<file path="src/shared/psecm_defs.vh">
// Constants for the channel mode control block.
`ifndef PSECM_DEFS_VH
`define PSECM_DEFS_VH
// ************************************************************
// Register commands
// ************************************************************
`define PSECM_CMD_PWR_EVENT   8'h02
`define PSECM_CMD_PWR_STATUS  8'h10
`define PSECM_CMD_ADDR_RB     8'h11
`define PSECM_CMD_MODE        8'h12
`define PSECM_CMD_DET_CLS_EN  8'h14
`define PSECM_CMD_PWR_ON      8'h19
// ************************************************************
// Reset values and fields
// ************************************************************
`define PSECM_MODE_RST        8'h00
`define PSECM_DCE_RST         8'h00
`define PSECM_CLS_EN_LSB      4
`define PSECM_PG_LSB          4
`define PSECM_STRAP_LSB       3
`define PSECM_GROUP_BIT       2
`define PSECM_ADDR_PREFIX     2'h1
`define PSECM_ADDR_BCAST      7'h7f
// ************************************************************
// Channel mode encoding
// ************************************************************
`define PSECM_MODE_OFF        2'h0
`define PSECM_MODE_MANUAL     2'h1
`define PSECM_MODE_SEMI       2'h2
`define PSECM_MODE_AUTO       2'h3
// ************************************************************
// Timing
// ************************************************************
`define PSECM_CLK_MHZ         40
`define PSECM_OFF_CLR_MS      5
`endif

</file>
<file path="src/rtl/psecm_top.v">
// Channel mode control with its two-wire register port, four channels.
`timescale 1ns/10ps
`include "psecm_defs.vh"

module psecm_top (
  input  wire       mclk,
  input  wire       rst_b,
  input  wire       scl_i,
  input  wire       sda_i,
  output wire       sda_o,
  output reg        sda_oe,
  input  wire [3:0] address_strap_pin,
  input  wire       group_pin,
  input  wire       config_b,
  input  wire [3:0] det_done,
  input  wire [3:0] det_valid,
  input  wire [3:0] cls_done,
  input  wire [3:0] pg_in,
  input  wire [3:0] alloc_ok,
  input  wire [3:0] cooldown,
  input  wire [3:0] trip_off,
  output reg  [3:0] det_start,
  output reg  [3:0] cls_start,
  output reg  [3:0] power_enable,
  output reg  [3:0] off_clear,
  output reg  [3:0] cool_cancel,
  output reg  [3:0] manual_power
);

  // ************************************************************
  // Pin synchronisers
  // ************************************************************
  // Straps pass the same three stages; a strap change is followed live.
  localparam SW = 8;
  reg  [SW-1:0] s1;
  reg  [SW-1:0] s2;
  reg  [SW-1:0] s3;
  reg  [SW-1:0] filt;
  wire [SW-1:0] pins = {config_b, group_pin, address_strap_pin, sda_i, scl_i};

  always @(posedge mclk) begin
    if (!rst_b) begin
      s1   <= {SW{1'b1}};
      s2   <= {SW{1'b1}};
      s3   <= {SW{1'b1}};
      filt <= {SW{1'b1}};
    end else begin
      s1   <= pins;
      s2   <= s1;
      s3   <= s2;
      filt <= (s3 & ~(s2 ^ s3)) | (filt & (s2 ^ s3));
    end
  end

  wire       scl = filt[0];
  wire       sda = filt[1];
  wire [3:0] strap_address_bits = filt[5:2];
  // Group bit forced low in B
  wire       group_select_address_bit = filt[6] & ~filt[7];

  reg scl_d;
  reg sda_d;
  always @(posedge mclk) begin
    if (!rst_b) begin
      scl_d <= 1'b1;
      sda_d <= 1'b1;
    end else begin
      scl_d <= scl;
      sda_d <= sda;
    end
  end
  wire scl_rise = scl & ~scl_d;
  wire scl_fall = ~scl & scl_d;
  wire i2c_start = scl & scl_d & sda_d & ~sda;
  wire i2c_stop  = scl & scl_d & ~sda_d & sda;

  // ************************************************************
  // Two-wire slave
  // ************************************************************
  localparam [4:0] B_IDLE = 5'h01;
  localparam [4:0] B_RX   = 5'h02;
  localparam [4:0] B_ACK  = 5'h04;
  localparam [4:0] B_TX   = 5'h08;
  localparam [4:0] B_MACK = 5'h10;

  reg [4:0] bst;
  reg [7:0] sh;
  reg [3:0] bcnt;
  reg [1:0] bidx;
  reg       rw;
  reg [7:0] ptr;
  reg       wr_stb;
  reg [7:0] wr_data;
  reg       evt_rd;
  reg [7:0] rd_val;

  wire addr_hit = (sh[7:1] == {`PSECM_ADDR_PREFIX, strap_address_bits,
                               group_select_address_bit}) ||
                  (sh[7:1] == `PSECM_ADDR_BCAST);

  assign sda_o = 1'b0;

  always @(posedge mclk) begin
    if (!rst_b) begin
      bst     <= B_IDLE;
      sh      <= 8'h00;
      bcnt    <= 4'h0;
      bidx    <= 2'h0;
      rw      <= 1'b0;
      ptr     <= 8'h00;
      sda_oe  <= 1'b0;
      wr_stb  <= 1'b0;
      wr_data <= 8'h00;
      evt_rd  <= 1'b0;
    end else begin
      wr_stb <= 1'b0;
      evt_rd <= 1'b0;
      if (i2c_start) begin
        bst    <= B_RX;
        bcnt   <= 4'h0;
        bidx   <= 2'h0;
        sda_oe <= 1'b0;
      end else if (i2c_stop) begin
        bst    <= B_IDLE;
        sda_oe <= 1'b0;
      end else begin
        case (bst)
          B_IDLE: begin
            sda_oe <= 1'b0;
          end
          B_RX: begin
            if (scl_rise) begin
              sh   <= {sh[6:0], sda};
              bcnt <= bcnt + 4'h1;
            end else if (scl_fall && bcnt == 4'h8) begin
              if (bidx == 2'h0) begin
                if (addr_hit) begin
                  rw     <= sh[0];
                  sda_oe <= 1'b1;
                  bst    <= B_ACK;
                end else begin
                  bst <= B_IDLE;
                end
              end else begin
                if (bidx == 2'h1) begin
                  ptr <= sh;
                end else begin
                  wr_stb  <= 1'b1;
                  wr_data <= sh;
                end
                sda_oe <= 1'b1;
                bst    <= B_ACK;
              end
            end
          end
          B_ACK: begin
            if (scl_fall) begin
              bcnt <= 4'h0;
              if (rw && bidx == 2'h0) begin
                sh     <= rd_val;
                sda_oe <= ~rd_val[7];
                evt_rd <= (ptr == `PSECM_CMD_PWR_EVENT);
                bst    <= B_TX;
              end else begin
                sda_oe <= 1'b0;
                bidx   <= (bidx == 2'h2) ? 2'h2 : bidx + 2'h1;
                bst    <= B_RX;
              end
            end
          end
          B_TX: begin
            if (scl_rise) begin
              bcnt <= bcnt + 4'h1;
            end else if (scl_fall) begin
              if (bcnt == 4'h8) begin
                sda_oe <= 1'b0;
                bst    <= B_MACK;
              end else begin
                sh     <= {sh[6:0], 1'b0};
                sda_oe <= ~sh[6];
              end
            end
          end
          B_MACK: begin
            if (scl_rise && sda) begin
              bst <= B_IDLE;
            end else if (scl_fall) begin
              bcnt   <= 4'h0;
              sh     <= rd_val;
              sda_oe <= ~rd_val[7];
              evt_rd <= (ptr == `PSECM_CMD_PWR_EVENT);
              bst    <= B_TX;
            end
          end
          default: begin
            bst    <= B_IDLE;
            sda_oe <= 1'b0;
          end
        endcase
      end
    end
  end

  // ************************************************************
  // Registers
  // ************************************************************
  reg  [7:0] channel_mode_select;
  wire [7:0] det_cls_en;
  wire [7:0] pwr_event;
  wire [7:0] pwr_status;

  always @(posedge mclk) begin
    if (!rst_b) begin
      channel_mode_select <= `PSECM_MODE_RST;
    end else if (wr_stb && ptr == `PSECM_CMD_MODE) begin
      channel_mode_select <= wr_data;
    end
  end

  // Reserved bits zero, no write path
  wire [7:0] strap_address_readback = {1'b0, strap_address_bits,
                                       group_select_address_bit, 2'b00};

  always @* begin
    case (ptr)
      `PSECM_CMD_PWR_EVENT:  rd_val = pwr_event;
      `PSECM_CMD_PWR_STATUS: rd_val = pwr_status;
      `PSECM_CMD_ADDR_RB:    rd_val = strap_address_readback;
      `PSECM_CMD_MODE:       rd_val = channel_mode_select;
      `PSECM_CMD_DET_CLS_EN: rd_val = det_cls_en;
      default:               rd_val = 8'h00;
    endcase
  end

  wire wr_dce = wr_stb && (ptr == `PSECM_CMD_DET_CLS_EN);
  wire wr_pon = wr_stb && (ptr == `PSECM_CMD_PWR_ON);

  // ************************************************************
  // Per-channel sequencers
  // ************************************************************
  localparam [3:0] C_IDLE = 4'h1;
  localparam [3:0] C_DET  = 4'h2;
  localparam [3:0] C_CLS  = 4'h4;
  localparam [3:0] C_ON   = 4'h8;

  genvar n;
  generate
    for (n = 0; n < 4; n = n + 1) begin : g_ch
      wire [1:0] mode = channel_mode_select[2*n+1:2*n];
      reg  [1:0] mode_prev;
      reg  [3:0] cst;
      reg        det_en;
      reg        cls_en;
      reg        pg;
      reg        pgc;
      reg        pec;
      wire is_off  = (mode == `PSECM_MODE_OFF);
      wire is_man  = (mode == `PSECM_MODE_MANUAL);
      wire is_semi = (mode == `PSECM_MODE_SEMI);
      wire is_auto = (mode == `PSECM_MODE_AUTO);
      wire off_entry = is_off && (mode_prev != `PSECM_MODE_OFF);
      wire pon_req = wr_pon && wr_data[n];
      wire pe = power_enable[n];
      // The enable strobe from software wins over the sequencer's own clear.
      wire det_wr = wr_dce ? wr_data[n] : det_en;
      wire cls_wr = wr_dce ? wr_data[`PSECM_CLS_EN_LSB+n] : cls_en;
      wire pe_fall = pe && (is_off || trip_off[n]);

      assign det_cls_en[n] = det_en;
      assign det_cls_en[`PSECM_CLS_EN_LSB+n] = cls_en;
      assign pwr_status[n] = pe;
      assign pwr_status[`PSECM_PG_LSB+n] = pg;
      assign pwr_event[n] = pec;
      assign pwr_event[`PSECM_PG_LSB+n] = pgc;

      always @(posedge mclk) begin
        if (!rst_b) begin
          mode_prev       <= `PSECM_MODE_OFF;
          cst             <= C_IDLE;
          det_en          <= 1'b0;
          cls_en          <= 1'b0;
          pg              <= 1'b0;
          pgc             <= 1'b0;
          pec             <= 1'b0;
          power_enable[n] <= 1'b0;
          det_start[n]    <= 1'b0;
          cls_start[n]    <= 1'b0;
          off_clear[n]    <= 1'b0;
          cool_cancel[n]  <= 1'b0;
          manual_power[n] <= 1'b0;
        end else begin
          mode_prev    <= mode;
          det_start[n] <= 1'b0;
          cls_start[n] <= 1'b0;
          det_en       <= det_wr;
          cls_en       <= cls_wr;
          // Clear strobe to event, fault and measurement owners
          // Same strobe presets policing, clears autoclass and fault
          // Same strobe clears measurements and classes
          // Done in one cycle, far inside 5 ms
          off_clear[n] <= off_entry;
          cool_cancel[n] <= (mode_prev == `PSECM_MODE_SEMI) && (is_man || is_off);
          // Falling status sets change events, set beats read clear
          pec <= pe_fall | (pec & ~evt_rd);
          pgc <= (pg && pe_fall) | (pgc & ~evt_rd);
          if (pe && pg_in[n] && !pe_fall) begin
            pg <= 1'b1;
          end
          if (is_off) begin
            // Off mode holds the channel idle and unpowered
            // Clear enables and power status on entry
            cst             <= C_IDLE;
            power_enable[n] <= 1'b0;
            pg              <= 1'b0;
            manual_power[n] <= 1'b0;
            if (off_entry) begin
              det_en <= 1'b0;
              cls_en <= 1'b0;
            end
          end else if (pon_req && !pe) begin
            // Flag that no class was assigned
            cst             <= C_ON;
            power_enable[n] <= 1'b1;
            manual_power[n] <= is_man;
          end else begin
            case (cst)
              C_IDLE: begin
                if (!cooldown[n] && det_en &&
                    (is_man || is_semi || (is_auto && cls_en))) begin
                  cst          <= C_DET;
                  det_start[n] <= 1'b1;
                end else if (!cooldown[n] && is_man && cls_en) begin
                  cst          <= C_CLS;
                  cls_start[n] <= 1'b1;
                end
              end
              C_DET: begin
                if (det_done[n]) begin
                  if (is_man) begin
                    det_en <= wr_dce & wr_data[n];
                  end
                  if (cls_en && (is_man || det_valid[n])) begin
                    cst          <= C_CLS;
                    cls_start[n] <= 1'b1;
                  end else begin
                    // Semiauto goes round again from idle
                    cst <= C_IDLE;
                  end
                end
              end
              C_CLS: begin
                if (cls_done[n]) begin
                  if (is_man) begin
                    cls_en <= wr_dce & wr_data[`PSECM_CLS_EN_LSB+n];
                  end
                  // Auto powers on when allocation allows
                  if (is_auto && alloc_ok[n]) begin
                    cst             <= C_ON;
                    power_enable[n] <= 1'b1;
                  end else begin
                    cst <= C_IDLE;
                  end
                end
              end
              C_ON: begin
                if (trip_off[n]) begin
                  cst             <= C_IDLE;
                  power_enable[n] <= 1'b0;
                  pg              <= 1'b0;
                  manual_power[n] <= 1'b0;
                end
              end
              default: begin
                cst <= C_IDLE;
              end
            endcase
          end
        end
      end
    end
  endgenerate

endmodule

</file>
<file path="config.mk">
export PLATFORM = sky130hd
export DESIGN_NAME = psecm_top
export DESIGN_NICKNAME = d
export VERILOG_FILES = /design/src/rtl/psecm_top.v
export VERILOG_INCLUDE_DIRS = /design/src /design/src/shared
export SDC_FILE = /design/constraint.sdc
export NUM_CORES = 1
export LEC_CHECK = 0
export BUFFER_PORTS_ARGS = -buffer_cell sky130_fd_sc_hd__buf_4
export CAP_MARGIN = 20
export CORE_AREA = 3 3 122 124
export CTS_CLUSTER_SIZE = 28
export DETAILED_ROUTE_END_ITERATION = 6
export DIE_AREA = 0 0 125 127
export PLACE_DENSITY = 0.7
export SYNTH_ARGS = -nofsm -noshare
export SYNTH_HDL_FRONTEND = slang
export SYNTH_SLANG_ARGS = --single-unit
</file>
<file path="constraint.sdc">
create_clock -name mclk -period 2 [get_ports mclk]
set_input_delay 0.4 -clock mclk [delete_from_list [all_inputs] [get_ports mclk]]
set_output_delay 0.4 -clock mclk [all_outputs]
set_load 0.02 [all_outputs]
</file>
==> flow_summary.toml <==
[status]
run_status = "complete, but fails checks"
violations = "negative setup slack"

[placed_design]
post-place-ws_ps = -45.7
dp.final_hpwl_um = 13100
io_buffers = 62
dp_cells = 1062
gp_congestion = 0.932

[cts]
clkLatencyLatePin_ps = 430
path_clk_slew_ps = 60
clockRootBuffer = "clkbuf_16"
cts_tree = "done"
clk_path_buf_depth = 2
clock-sinks = 149
numCtsBuffers = 17
htreeDepth = 4

[setup_path]
crit_path_start_kind = "flip-flop"
critPathRequiredTime_ps = 2350
path_max_fanout = 4
crit_arrival_ps = 2350
crit_type = "reg -> reg"
r2r-start = "ptr[3]$_SDFFE_PN0P_"
ff2ff_setup_slack_ps = -0.7
reg2reg_depth = 7
rr_endpoint = "sh[6]$_SDFFE_PN0P_"
critPathCaptureType = "flip-flop"

[power_and_ir_drop]
peakVddDrop_mv = 0.594
pwr-share-seq_pct = 46.8
intPower_mw = 5.00
p_leak_nw = 3.12
power_mw = 6.42
p_sw_mw = 1.42
swShare_pct = 22.1
combPwrFrac_pct = 2.9
pwr-share-clk_pct = 50.3
power.density_nw_per_um2 = 743

[detailed_routing]
drc = 0
detailroute.via_count = 6236
viasPerCell = 5.66
drtIter0Drc = 512
wl_per_cell_um = 16.6
detail_route.first_pass.iterations = 5
routed_wl_um = 18300
ant_nets = 0

[logic_synthesis]
ys_seq_area_share_pct = 42.6
synthXorXnorAreaFrac_pct = 1.50
synth-async-reset-ratio_pct = 0
synthSimpleGateAreaFrac_pct = 26.8
postSynthNetCount = 856
ys_ff_latch = 149
netlist_area_um2 = 7000
ys.flop_type = "dfxtp_1"
syn_inst = 802
synth_edf_count = 0
synth_top_family_by_area = "simple AND/OR/NAND/NOR gates"
synthMuxAreaShare_pct = 6.33
synth_warnings = 0
syn_area_per_cell_um2 = 8.73
synth-compound-area-share_pct = 15.6
yosys.area_share.adder_pct = 2.86
synthDistinctLibCells = 73

[timing]
slew_viol_final = 0
finalSetupViolations = 1
relSlewSlack_pct = 57.5
tightest_slew_ps = 629
finalCritPeriodShare_pct = 100
setup_ws_ps = -0.747
finClkSkew_ps = 9.76
finalCriticalPeriod_ps = 2000
grt_setup_unrepaired = "yes"
finalHoldViolCount = 0
max_freq_ghz = 0.500

[floorplan]
die_x_um = 125
die_h_um = 127
ios = 64
core_um2 = 13900
initial_core_util_pct = 50.4
die_area_um2 = 15900
row_count = 43

[grt]
grt_use_total_pct = 22.7
first_global_vias = 6039
grt_pass1_wl_um = 29700
grt_max_degree = 36
grt_overflow = 0
antenna_found_initial = 0

[hold_path]
min_path_type = "in -> reg"
min_from = "sda_i"
worstHoldEndpoint = "s1[1]$_SDFF_PN1_"
min_path_cells = 2

[final_layout]
final_layout_size_suffix_gt1_share_pct = 21.5
diodes = 0
fin_cells = 1101
fin_nets = 962
area_delta_synth_final_pct = 23.5

[flow_run]
max_cap_viol_count = 0
layer usage:
| layer | vias up | part of all wire [%] | global-route usage, % |
|---|---|---|---|
| met5 | - | 0 | 0 |
| met4 | 0 | 1.7 | 6.89 |
| li1 | 3055 | - | - |
| met2 | 193 | 48 | 38.3 |
| met1 | 2959 | 45 | 29.8 |
| met3 | 29 | 5.5 | 4.26 |
state kept, by name (all words and copies together) (netlist names), 5 cells and up, named ones only:
name and cells:
g_ch.mode_prev 8, s3 8, s2 8, bst 5
ptr 8, wr_data 8, g_ch.cst 16, channel_mode_select 8
s1 8, sh 8
power by group through the flow:
stage          combinational, mW  sequential [mW]  clock, mW
2_1_floorplan             0.0919             3.06          0
3_5_place_dp               0.181             3.07          0
5_1_grt                    0.200             3.01       3.40
3_3_place_gp               0.177             3.07          0
6_report                   0.184             3.01       3.23
4_1_cts                    0.181             3.00       3.27
synth_stat cells, drive strengths merged, types with 3 or more instances:
| master | n | area share, % |
|---|---|---|
| a211oi | 9 | 1.1 |
| a21o | 6 | 0.66 |
| a21oi | 60 | 4.3 |
| a22oi | 5 | 0.54 |
| a31oi | 11 | 0.98 |
| buf | 16 | 1.8 |
| clkbuf | 17 | 1.3 |
| dfxtp | 149 | 43 |
| ha | 16 | 2.9 |
| inv | 21 | 1.1 |
| mux2i | 42 | 6.0 |
| nand2 | 70 | 3.8 |
| nand2b | 49 | 4.4 |
| nand3 | 21 | 1.5 |
| nand3b | 6 | 0.70 |
| nand4 | 14 | 1.3 |
| nand4b | 6 | 0.75 |
| nor2 | 108 | 6.1 |
| nor2b | 14 | 1.3 |
| nor3 | 19 | 1.4 |
| nor3b | 5 | 0.61 |
| nor4 | 7 | 1.2 |
| nor4b | 11 | 1.4 |
| o211ai | 7 | 0.75 |
| o21a | 3 | 0.32 |
| o21ai | 39 | 2.8 |
| o22ai | 7 | 0.63 |
| o31a | 4 | 0.50 |
| or2 | 4 | 0.36 |
| or3 | 3 | 0.27 |
| xor2 | 10 | 1.3 |
kinds of logic after synthesis:
kind of cell	count (synthesis)
other	1
multiplexers	44
buffers and inverters	54
AND/OR/NAND/NOR	352
XOR/XNOR	12
flip-flops	149
AO/OA/AOI/OAI	174
adder cells (fa/ha/maj)	16
worst max-delay path, cell delays in order, from the launching register on:
cell and delay [ps]:
dfxtp_2 320, or4_4 540, or3_4 360, buf_6 140
o32a_1 180, a21boi_1 160, a21oi_2 50, a211oi_2 170
worst max-delay path by stage:
stage | start | end | slack [ps]
final | ptr[3]$_SDFFE_PN0P_ | sh[6]$_SDFFE_PN0P_ | -0.7
after detailed placement | ptr[7]$_SDFFE_PN0P_ | g_ch[2].cls_en$_SDFF_PN0_ | -50
after floorplan | ptr[3]$_SDFFE_PN0P_ | sh[6]$_SDFFE_PN0P_ | 60
after global routing | ptr[3]$_SDFFE_PN0P_ | sh[6]$_SDFFE_PN0P_ | -70
after global placement | ptr[3]$_SDFFE_PN0P_ | sh[0]$_SDFFE_PN0P_ | -30
after CTS | ptr[7]$_SDFFE_PN0P_ | g_ch[3].det_en$_SDFF_PN0_ | 1
cell usage in the layout, fill, tap and decap left out, types with 16 or more instances in the layout:
| master | Yosys | layout |
|---|---|---|
| dfxtp_1 | 149 | 146 |
| buf_4 | 7 | 115 |
| nor2_1 | 106 | 102 |
| nand2_1 | 70 | 69 |
| a21oi_1 | 60 | 59 |
| nand2b_1 | 49 | 48 |
| mux2i_1 | 42 | 42 |
| o21ai_0 | 39 | 36 |
| inv_1 | 21 | 21 |
| nand3_1 | 21 | 21 |
| nor3_1 | 19 | 19 |
| clkbuf_16 | 0 | 17 |
| ha_1 | 16 | 16 |
layout make-up:
class / count / area [um2]
well taps: 180 / 225
flip-flops and latches: 149 / 2990
clock inverters: 13 / 149
inverters: 21 / 78.8
clock buffers: 19 / 453
fillers: 1226 / 5240
multi-input cells: 599 / 3820
repair buffers: 120 / 928
repair_timing:
action / in CTS / in global routing
endpoints found under the hold margin: 0 / 0
hold buffers: 0 / 0
gates resized for setup: 6 / 28
endpoints found under the setup margin: 20 / 52
gates cloned: 0 / 1
buffers inserted: 1 / 5
pin swaps: 5 / 10
stage by stage:
stage	TNS (ps)	instance area, um2	hold WS (ps)	util [%]
floorplan	0	7000	386	-
global placement	-26.9	7870	390	56.7
detailed placement	-275	7870	392	56.7
CTS	0	8520	142	61.3
global route	-385	8640	148	62.3
finish	-0.747	8640	154	62.3
No activity file was read; power rests on OpenSTA's default activity.
